## config.mk

```make
export PLATFORM = sky130hd
export DESIGN_NAME = serial_ctrl_host_registers
export DESIGN_NICKNAME = d
export VERILOG_FILES = /design/src/rtl/pin_sync.v /design/src/rtl/frame_decode.v /design/src/rtl/serial_ctrl_host_registers.v
export VERILOG_INCLUDE_DIRS = /design/src /design/src/rtl
export SDC_FILE = /design/constraint.sdc
export NUM_CORES = 1
export LEC_CHECK = 0
export BUFFER_PORTS_ARGS = -buffer_cell sky130_fd_sc_hd__buf_2
export CAP_MARGIN = 10
export CORE_MARGIN = 2
export CORE_UTILIZATION = 59
export CTS_BUF_LIST = sky130_fd_sc_hd__clkbuf_4
export CTS_CLUSTER_DIAMETER = 150
export DETAILED_ROUTE_END_ITERATION = 12
export PLACE_DENSITY = 0.83
export SYNTH_ARGS = -nofsm -noshare
export SYNTH_HDL_FRONTEND = slang
export SYNTH_SLANG_ARGS = --single-unit
```

## constraint.sdc

```tcl
create_clock -name REF_CLK -period 3.82 [get_ports REF_CLK]
set_input_delay 0.191 -clock REF_CLK [delete_from_list [all_inputs] [get_ports REF_CLK]]
set_output_delay 0.191 -clock REF_CLK [all_outputs]
set_load 0.005 [all_outputs]
```

## src/rtl/serial_ctrl_defines.vh

```
`ifndef SERIAL_CTRL_DEFINES_VH
`define SERIAL_CTRL_DEFINES_VH

// ----------------------------------------
// operation control bit positions
// ----------------------------------------
`define OPC_TX_ENABLE 3'd0
`define OPC_PARITY_PLACE 3'd1
`define OPC_RX_ENABLE 3'd2
`define OPC_RX_FLAG_INHIBIT 3'd3
`define OPC_LOOPBACK 3'd4
`define OPC_PARITY_ENABLE 3'd5
`define OPC_INTERNAL_RESET 3'd6
`define OPC_EVEN_PARITY 3'd7

// ----------------------------------------
// frame format field positions
// ----------------------------------------
`define FMT_CPW_HI 3'd6
`define FMT_CPW_LO 3'd4
`define FMT_CLEN_HI 3'd3
`define FMT_CLEN_LO 3'd2
`define FMT_USED_MASK 8'h7c

// ----------------------------------------
// reset presets (word protocol: 8 bits x 4 chars, odd parity after data)
// ----------------------------------------
`define OPC_RESET 8'h25
`define FMT_RESET 8'h3c

// ----------------------------------------
// sequence states
// ----------------------------------------
`define SEQ_EXPECT_FORMAT 1'b0
`define SEQ_EXPECT_CONTROL 1'b1

`endif

```

## src/rtl/pin_sync.v

```verilog
`timescale 1ns/1ps
// ----------------------------------------
// three-stage synchroniser, second and third must agree
// ----------------------------------------
module pin_sync #(
	parameter WIDTH = 1,
	parameter [WIDTH-1:0] INIT = {WIDTH{1'b1}}
) (
	input wire clk,
	input wire rst,
	input wire ce,
	input wire [WIDTH-1:0] din,
	output reg [WIDTH-1:0] dout
);
	reg [WIDTH-1:0] s1;
	reg [WIDTH-1:0] s2;
	reg [WIDTH-1:0] s3;
	integer i;

	always @(posedge clk) begin
		if (rst) begin
			s1 <= INIT;
			s2 <= INIT;
			s3 <= INIT;
			dout <= INIT;
		end else if (ce) begin
			s1 <= din;
			s2 <= s1;
			s3 <= s2;
			// filter: only bits where stages agree move
			for (i = 0; i < WIDTH; i = i + 1) begin
				if (s2[i] == s3[i]) begin
					dout[i] <= s3[i];
				end
			end
		end
	end
endmodule

```

## src/rtl/frame_decode.v

```verilog
`timescale 1ns/1ps
`include "serial_ctrl_defines.vh"
// ----------------------------------------
// frame format decode
// ----------------------------------------
module frame_decode (
	input wire [7:0] fmt,
	output wire [3:0] char_bits,
	output wire [3:0] chars_per_word
);
	function [3:0] plus_base;
		input [2:0] field;
		input [3:0] base;
		begin
			plus_base = {1'b0, field} + base;
		end
	endfunction

	// five plus the select value
	assign char_bits = plus_base({1'b0, fmt[`FMT_CLEN_HI:`FMT_CLEN_LO]}, 4'h5);
	// field value plus one
	assign chars_per_word = plus_base(fmt[`FMT_CPW_HI:`FMT_CPW_LO], 4'h1);
endmodule

```

## src/rtl/serial_ctrl_host_registers.v

```verilog
`timescale 1ns/1ps
`include "serial_ctrl_defines.vh"
// Overview of operation
// control bits: tx, place, rx, inhibit, loop, parity...
// enable bits switch each direction
// placement: parity inside word or after
// inhibit bit masks receiver-ready flag
// loopback bit selects local loop test
// parity enable and even/odd select
// internal reset re-expects mode write
// format: chars-per-word 6:4, length 3:2
// length select gives five to eight
// chars-per-word is field plus one
// cs,cd low, read low: receive data out
// cs,cd low, write low: transmit load
// cs low, cd high, read: status out
// cs low, cd high, write: control write
// chip select high: bus released
// inhibit clears at sequence end; not when a control write starts in the same cycle
// master reset presets both registers
// later control writes reach operation control
// first control write after reset is format
module serial_ctrl_host_registers (
	// clock, reset, enable
	input wire REF_CLK,
	input wire SYS_RST,
	input wire CLK_EN,
	// microprocessor bus pins
	input wire CS_N,
	input wire CD_SEL,
	input wire RD_N,
	input wire WR_N,
	input wire [7:0] DATA_IN,
	output reg [7:0] DATA_OUT,
	output wire DATA_OE,
	// receive side from serial engine
	input wire [7:0] RX_HOLDING,
	input wire RX_HOLDING_LOAD,
	input wire RX_SEQUENCE_DONE,
	input wire [7:0] STATUS_IN,
	output reg RX_HOLDING_READ,
	output wire RX_HOLDING_FULL_FLAG,
	// transmit side to serial engine
	output reg [7:0] TX_HOLDING,
	output reg TX_HOLDING_WRITE,
	// decoded configuration
	output wire TRANSMITTER_ENABLE,
	output wire RECEIVER_ENABLE,
	output wire PARITY_INSIDE,
	output wire LOOPBACK_TEST,
	output wire PARITY_ENABLE,
	output wire EVEN_PARITY,
	output wire [3:0] CHAR_BITS,
	output wire [3:0] CHARS_PER_WORD,
	output wire ENGINE_RESET,
	output wire SEQ_EXPECT_FORMAT
);
	// ----------------------------------------
	// synchronised strobes
	// ----------------------------------------
	wire [3:0] pins_sync;
	wire cs_n_s;
	wire cd_s;
	wire rd_n_s;
	wire wr_n_s;

	pin_sync #(
		.WIDTH(4),
		.INIT(4'hf)
	) u_sync (
		.clk(REF_CLK),
		.rst(SYS_RST),
		.ce(CLK_EN),
		.din({CS_N, CD_SEL, RD_N, WR_N}),
		.dout(pins_sync)
	);

	assign cs_n_s = pins_sync[3];
	assign cd_s = pins_sync[2];
	assign rd_n_s = pins_sync[1];
	assign wr_n_s = pins_sync[0];

	// ----------------------------------------
	// access decode
	// ----------------------------------------
	wire sel = ~cs_n_s;
	wire rd_rx = sel & ~cd_s & ~rd_n_s & wr_n_s;
	wire wr_tx = sel & ~cd_s & rd_n_s & ~wr_n_s;
	wire rd_st = sel & cd_s & ~rd_n_s & wr_n_s;
	wire wr_ctl = sel & cd_s & rd_n_s & ~wr_n_s;

	// write data captured after a settled strobe; act once per strobe
	reg wr_prev;
	reg rd_prev;
	wire wr_any = wr_tx | wr_ctl;
	wire rd_any = rd_rx | rd_st;
	wire wr_start = wr_any & ~wr_prev;
	wire rd_start = rd_rx & ~rd_prev;

	// data bus sampled every cycle through two registers; the host holds it valid
	reg [7:0] bus_q1;
	reg [7:0] bus_q2;

	// ----------------------------------------
	// control registers
	// ----------------------------------------
	reg [7:0] operation_control;
	reg [7:0] frame_format;
	reg seq_state;
	reg rx_flag_raw;

	wire ir_write = wr_start & wr_ctl & (seq_state == `SEQ_EXPECT_CONTROL)
		& bus_q2[`OPC_INTERNAL_RESET];

	always @(posedge REF_CLK) begin
		if (SYS_RST) begin
			bus_q1 <= 8'h00;
			bus_q2 <= 8'h00;
		end else if (CLK_EN) begin
			bus_q1 <= DATA_IN;
			bus_q2 <= bus_q1;
		end
	end

	always @(posedge REF_CLK) begin
		if (SYS_RST) begin
			operation_control <= `OPC_RESET;
			frame_format <= `FMT_RESET;
			seq_state <= `SEQ_EXPECT_FORMAT;
			wr_prev <= 1'b0;
			rd_prev <= 1'b0;
			TX_HOLDING <= 8'h00;
			TX_HOLDING_WRITE <= 1'b0;
			RX_HOLDING_READ <= 1'b0;
			rx_flag_raw <= 1'b0;
		end else if (CLK_EN) begin
			wr_prev <= wr_any;
			rd_prev <= rd_rx;
			TX_HOLDING_WRITE <= 1'b0;
			RX_HOLDING_READ <= 1'b0;
			if (wr_start & wr_tx) begin
				TX_HOLDING <= bus_q2;
				TX_HOLDING_WRITE <= 1'b1;
			end
			if (rd_start) begin
				RX_HOLDING_READ <= 1'b1;
			end
			// a new character wins over a read in the same cycle
			if (RX_HOLDING_LOAD) begin
				rx_flag_raw <= 1'b1;
			end else if (rd_start) begin
				rx_flag_raw <= 1'b0;
			end
			if (ir_write) begin
				// internal reset: other bits taken from the written byte, reset bit itself cleared
				operation_control <= bus_q2 & ~(8'h01 << `OPC_INTERNAL_RESET);
				seq_state <= `SEQ_EXPECT_FORMAT;
			end else if (wr_start & wr_ctl) begin
				case (seq_state)
					`SEQ_EXPECT_FORMAT: begin
						frame_format <= bus_q2 & `FMT_USED_MASK;
						seq_state <= `SEQ_EXPECT_CONTROL;
					end
					`SEQ_EXPECT_CONTROL: begin
						operation_control <= bus_q2;
					end
					default: begin
						seq_state <= `SEQ_EXPECT_FORMAT;
					end
				endcase
			end else if (RX_SEQUENCE_DONE) begin
				operation_control[`OPC_RX_FLAG_INHIBIT] <= 1'b0;
			end
		end
	end

	// ----------------------------------------
	// read data path
	// ----------------------------------------
	always @(posedge REF_CLK) begin
		if (SYS_RST) begin
			DATA_OUT <= 8'h00;
		end else if (CLK_EN) begin
			if (rd_rx) begin
				DATA_OUT <= RX_HOLDING;
			end else if (rd_st) begin
				DATA_OUT <= STATUS_IN;
			end
		end
	end

	// released whenever chip select is high
	assign DATA_OE = rd_any & ~CS_N;

	// ----------------------------------------
	// configuration outputs
	// ----------------------------------------
	assign TRANSMITTER_ENABLE = operation_control[`OPC_TX_ENABLE];
	assign RECEIVER_ENABLE = operation_control[`OPC_RX_ENABLE];
	assign PARITY_INSIDE = operation_control[`OPC_PARITY_PLACE];
	assign LOOPBACK_TEST = operation_control[`OPC_LOOPBACK];
	assign PARITY_ENABLE = operation_control[`OPC_PARITY_ENABLE];
	assign EVEN_PARITY = operation_control[`OPC_EVEN_PARITY];
	assign RX_HOLDING_FULL_FLAG = rx_flag_raw & RECEIVER_ENABLE
		& ~operation_control[`OPC_RX_FLAG_INHIBIT];
	// gated so a frozen clock does not stretch the pulse
	assign ENGINE_RESET = SYS_RST | (ir_write & CLK_EN);
	assign SEQ_EXPECT_FORMAT = (seq_state == `SEQ_EXPECT_FORMAT);

	frame_decode u_fmt (
		.fmt(frame_format),
		.char_bits(CHAR_BITS),
		.chars_per_word(CHARS_PER_WORD)
	);
endmodule

```

==> out/metrics.yaml <==
vias: 2336
die_h_um: 72.2
critPathKind: "reg2out"
finalMaxSlewViolations: 0
viasPerCell: 5.64
die_w_um: 72.2
port_buffers: 68
status: "complete, no violations"
cellPowerDensity_nw_per_um2: 381
r2r-end: "DATA_OUT[5]"
finalWorstSetupSlack_ps: 1680
leakage_nw: 1.40
syn_area_per_cell_sq_um: 9.15
synth_largest_area_cell: "dfxtp_1"
clkLatencyLatePin_ps: 390
cts_setup_buffers: 0
antenna_left: 0
grt_pass1_wl_um: 9500
drive_above_1_share: 0.246
syn_inst: 300
ys_seq_elements: 66
grt_start_max_net_pins: 39
syn_to_final_growth_pct: 16.1
synth_top_area_share: 0.481
hold_path_class: "in2reg"
first_iter_violations: 233
crit_start: "u_sync.dout[1]"
nFillCells: 366
clock_path_buffers: 2
core-area_sq_um: 4410
min_period_ps: 2140
fin_crit_sh: 0.561
clockRootBuffer: "clkbuf_4"
critPathRequiredTime_ps: 3630
critPathCapture: "ENGINE_RESET"
wirelength_um: 5740
cts_resized: 0
report.final.hold_viol_count: 0
start_kind: "flop"
synth_nets: 335
ir_drop_v: 0.000275
antenna_found_initial: 0
cts_buffers: 9
fin_skew_ps: 6.18
drc: 0
io_pins: 69
syn_area_sq_um: 2750
dieArea_sq_um: 5210
dpl_worst_slack_ps: 1730
crit_arrival_ps: 1950
fmax_mhz: 467
finalSetupViolCount: 0
worstRegToRegCells: 3
track_usage: 0.233
cts_tree: "yes"
drt-pass1-iter-count: 4
h-tree-depth: 3
tightestPinTransition_ps: 957
start_util: 0.622
slew_headroom: 0.362
grt_overflow: 0
clkTransAtPathRegs_ps: 90
synth-seq-area-share: 0.481
cap_violations: 0
timing.rr.start: "u_sync.dout[3]"
synth-warning-count: 0
crit_fanout: 21
grt_pass1_vias: 2109
diodes: 0
endpoint_kind: "primary output"
yosys.cell_types.count: 34
final_nets: 393
synth_area_leaders: "dfxtp_1 48%, mux2i_1 10%, nand3_1 4.9%"
routedWlPerCell_um: 13.9
cts_sinks: 66
rows: 24
gp_congestion: 0.814
hpwlAfterDp_um: 3920
rsz0062_at_grt: "false"
setup_tns_ps: 0
r2r_slack_ps: 2060
==> synth_stat cells <==
cell type,n
a211o_1,1
a211oi_1,1
a21o_1,1
a21oi_1,24
a21oi_2,1
a31oi_1,2
and3_1,4
and3b_1,1
buf_2,4
buf_4,3
buf_6,2
clkbuf_1,15
clkbuf_2,2
dfxtp_1,66
ha_1,2
inv_1,8
mux2i_1,28
nand2_1,15
nand2b_1,5
nand3_1,27
nand3b_1,1
nand4b_1,8
nand4bb_1,1
nor2_1,31
nor2b_1,5
nor4b_1,1
nor4b_2,2
nor4bb_1,1
o211ai_1,1
o21ai_0,16
o31ai_1,17
or3_1,2
or4b_4,1
xor2_1,1
==> registers in the layout, summed over array words and instances, names as in the netlist, 4 cells and up <==
| signal | cells |
|---|---|
| bus_q2 | 8 |
| u_sync.dout | 4 |
| frame_format | 5 |
| TX_HOLDING | 8 |
| u_sync.s1 | 4 |
| DATA_OUT | 8 |
| u_sync.s3 | 4 |
| u_sync.s2 | 4 |
| operation_control | 7 |
| bus_q1 | 8 |
==> kinds of logic (layout without fill, tap and decap cells) <==
logic type / count (synthesis) / after routing / synth area share
simple gates: 105 / 105 / 0.207
flops: 66 / 66 / 0.481
compound gates: 64 / 64 / 0.139
buf+inv: 34 / 96 / 0.0588
mux: 28 / 28 / 0.102
fa+ha+maj: 2 / 2 / 0.00911
xor+xnor: 1 / 1 / 0.00319
==> per-stage QoR <==
| step | utilization | power [mW] | cell area (sq um) | hold slack (ps) | cells |
|---|---|---|---|---|---|
| floorplan | - | 0.773 | 2750 | 319 | 300 |
| global placement | 0.689 | 0.796 | 3040 | 412 | 397 |
| detailed placement | 0.689 | 0.799 | 3040 | 412 | 397 |
| CTS | 0.722 | 1.23 | 3190 | 14.0 | 414 |
| global route | 0.722 | 1.26 | 3190 | 15.9 | 414 |
| finish | 0.722 | 1.21 | 3190 | 30.2 | 414 |
==> cell usage in the layout (no fill, tap or decap) <==
cell type	count
a211o_1	1
a211oi_1	1
a21o_1	1
a21oi_1	24
a21oi_2	1
a31oi_1	2
and3_1	4
and3b_1	1
buf_2	68
buf_4	3
bufinv_16	1
clkbuf_4	11
clkinv_1	1
clkinv_2	2
dfxtp_1	66
dlygate4sd3_1	2
ha_1	2
inv_1	8
mux2i_1	28
nand2_1	15
nand2b_1	5
nand3_1	27
nand3b_1	1
nand4b_1	8
nand4bb_1	1
nor2_1	31
nor2b_1	5
nor4b_1	1
nor4b_2	2
nor4bb_1	1
o211ai_1	1
o21ai_0	16
o31ai_1	17
or3_1	2
or4b_4	1
xor2_1	1
==> layout make-up <==
class,count,area [sq um],area share
clock inverter,4,43.8,0.0137
tap,52,65.1,0.0204
timing repair buffer,73,383,0.120
inverter,8,30.0,0.00942
sequential,66,1320,0.414
multi-input combinational,200,1260,0.396
clock buffer,11,82.6,0.0259
==> how the worst min path moves through the flow <==
stage | startpoint | endpoint | depth (start not counted)
floorplan | WR_N | u_sync.s1[0] | 2
global route | CD_SEL | u_sync.s1[2] | 3
detailed placement | WR_N | u_sync.s1[0] | 3
CTS | DATA_IN[7] | bus_q1[7] | 3
global placement | RD_N | u_sync.s1[1] | 3
finish | DATA_IN[7] | bus_q1[7] | 3
==> what timing repair did <==
item | in CTS | in global routing
hold endpoints to repair | 2 | 0
hold buffers | 2 | 0
endpoints found under the setup margin | 0 | 0
==> layer usage <==
| metal | part of all wire | GRT usage | up-vias |
|---|---|---|---|
| met5 | 0 | 0 | - |
| met4 | 0.014 | 0.115 | 0 |
| met3 | 0.069 | 0.0514 | 8 |
| met2 | 0.47 | 0.359 | 81 |
| met1 | 0.45 | 0.310 | 1072 |
| li1 | - | - | 1175 |
==> critical path, cell delays in order, from the launching register on <==
cell and delay, ps:
dfxtp_1 470, or4b_4 630, nor2_1 200, a21o_1 150
buf_2 110
==> report_power, final <==
part,switching [mW],total [mW],internal (mW)
registers,0.0101,0.712,0.702
clock network,0.223,0.430,0.207
logic,0.0406,0.0738,0.0332
total,0.273,1.21,0.942
No activity file was read; power rests on OpenSTA's default activity.
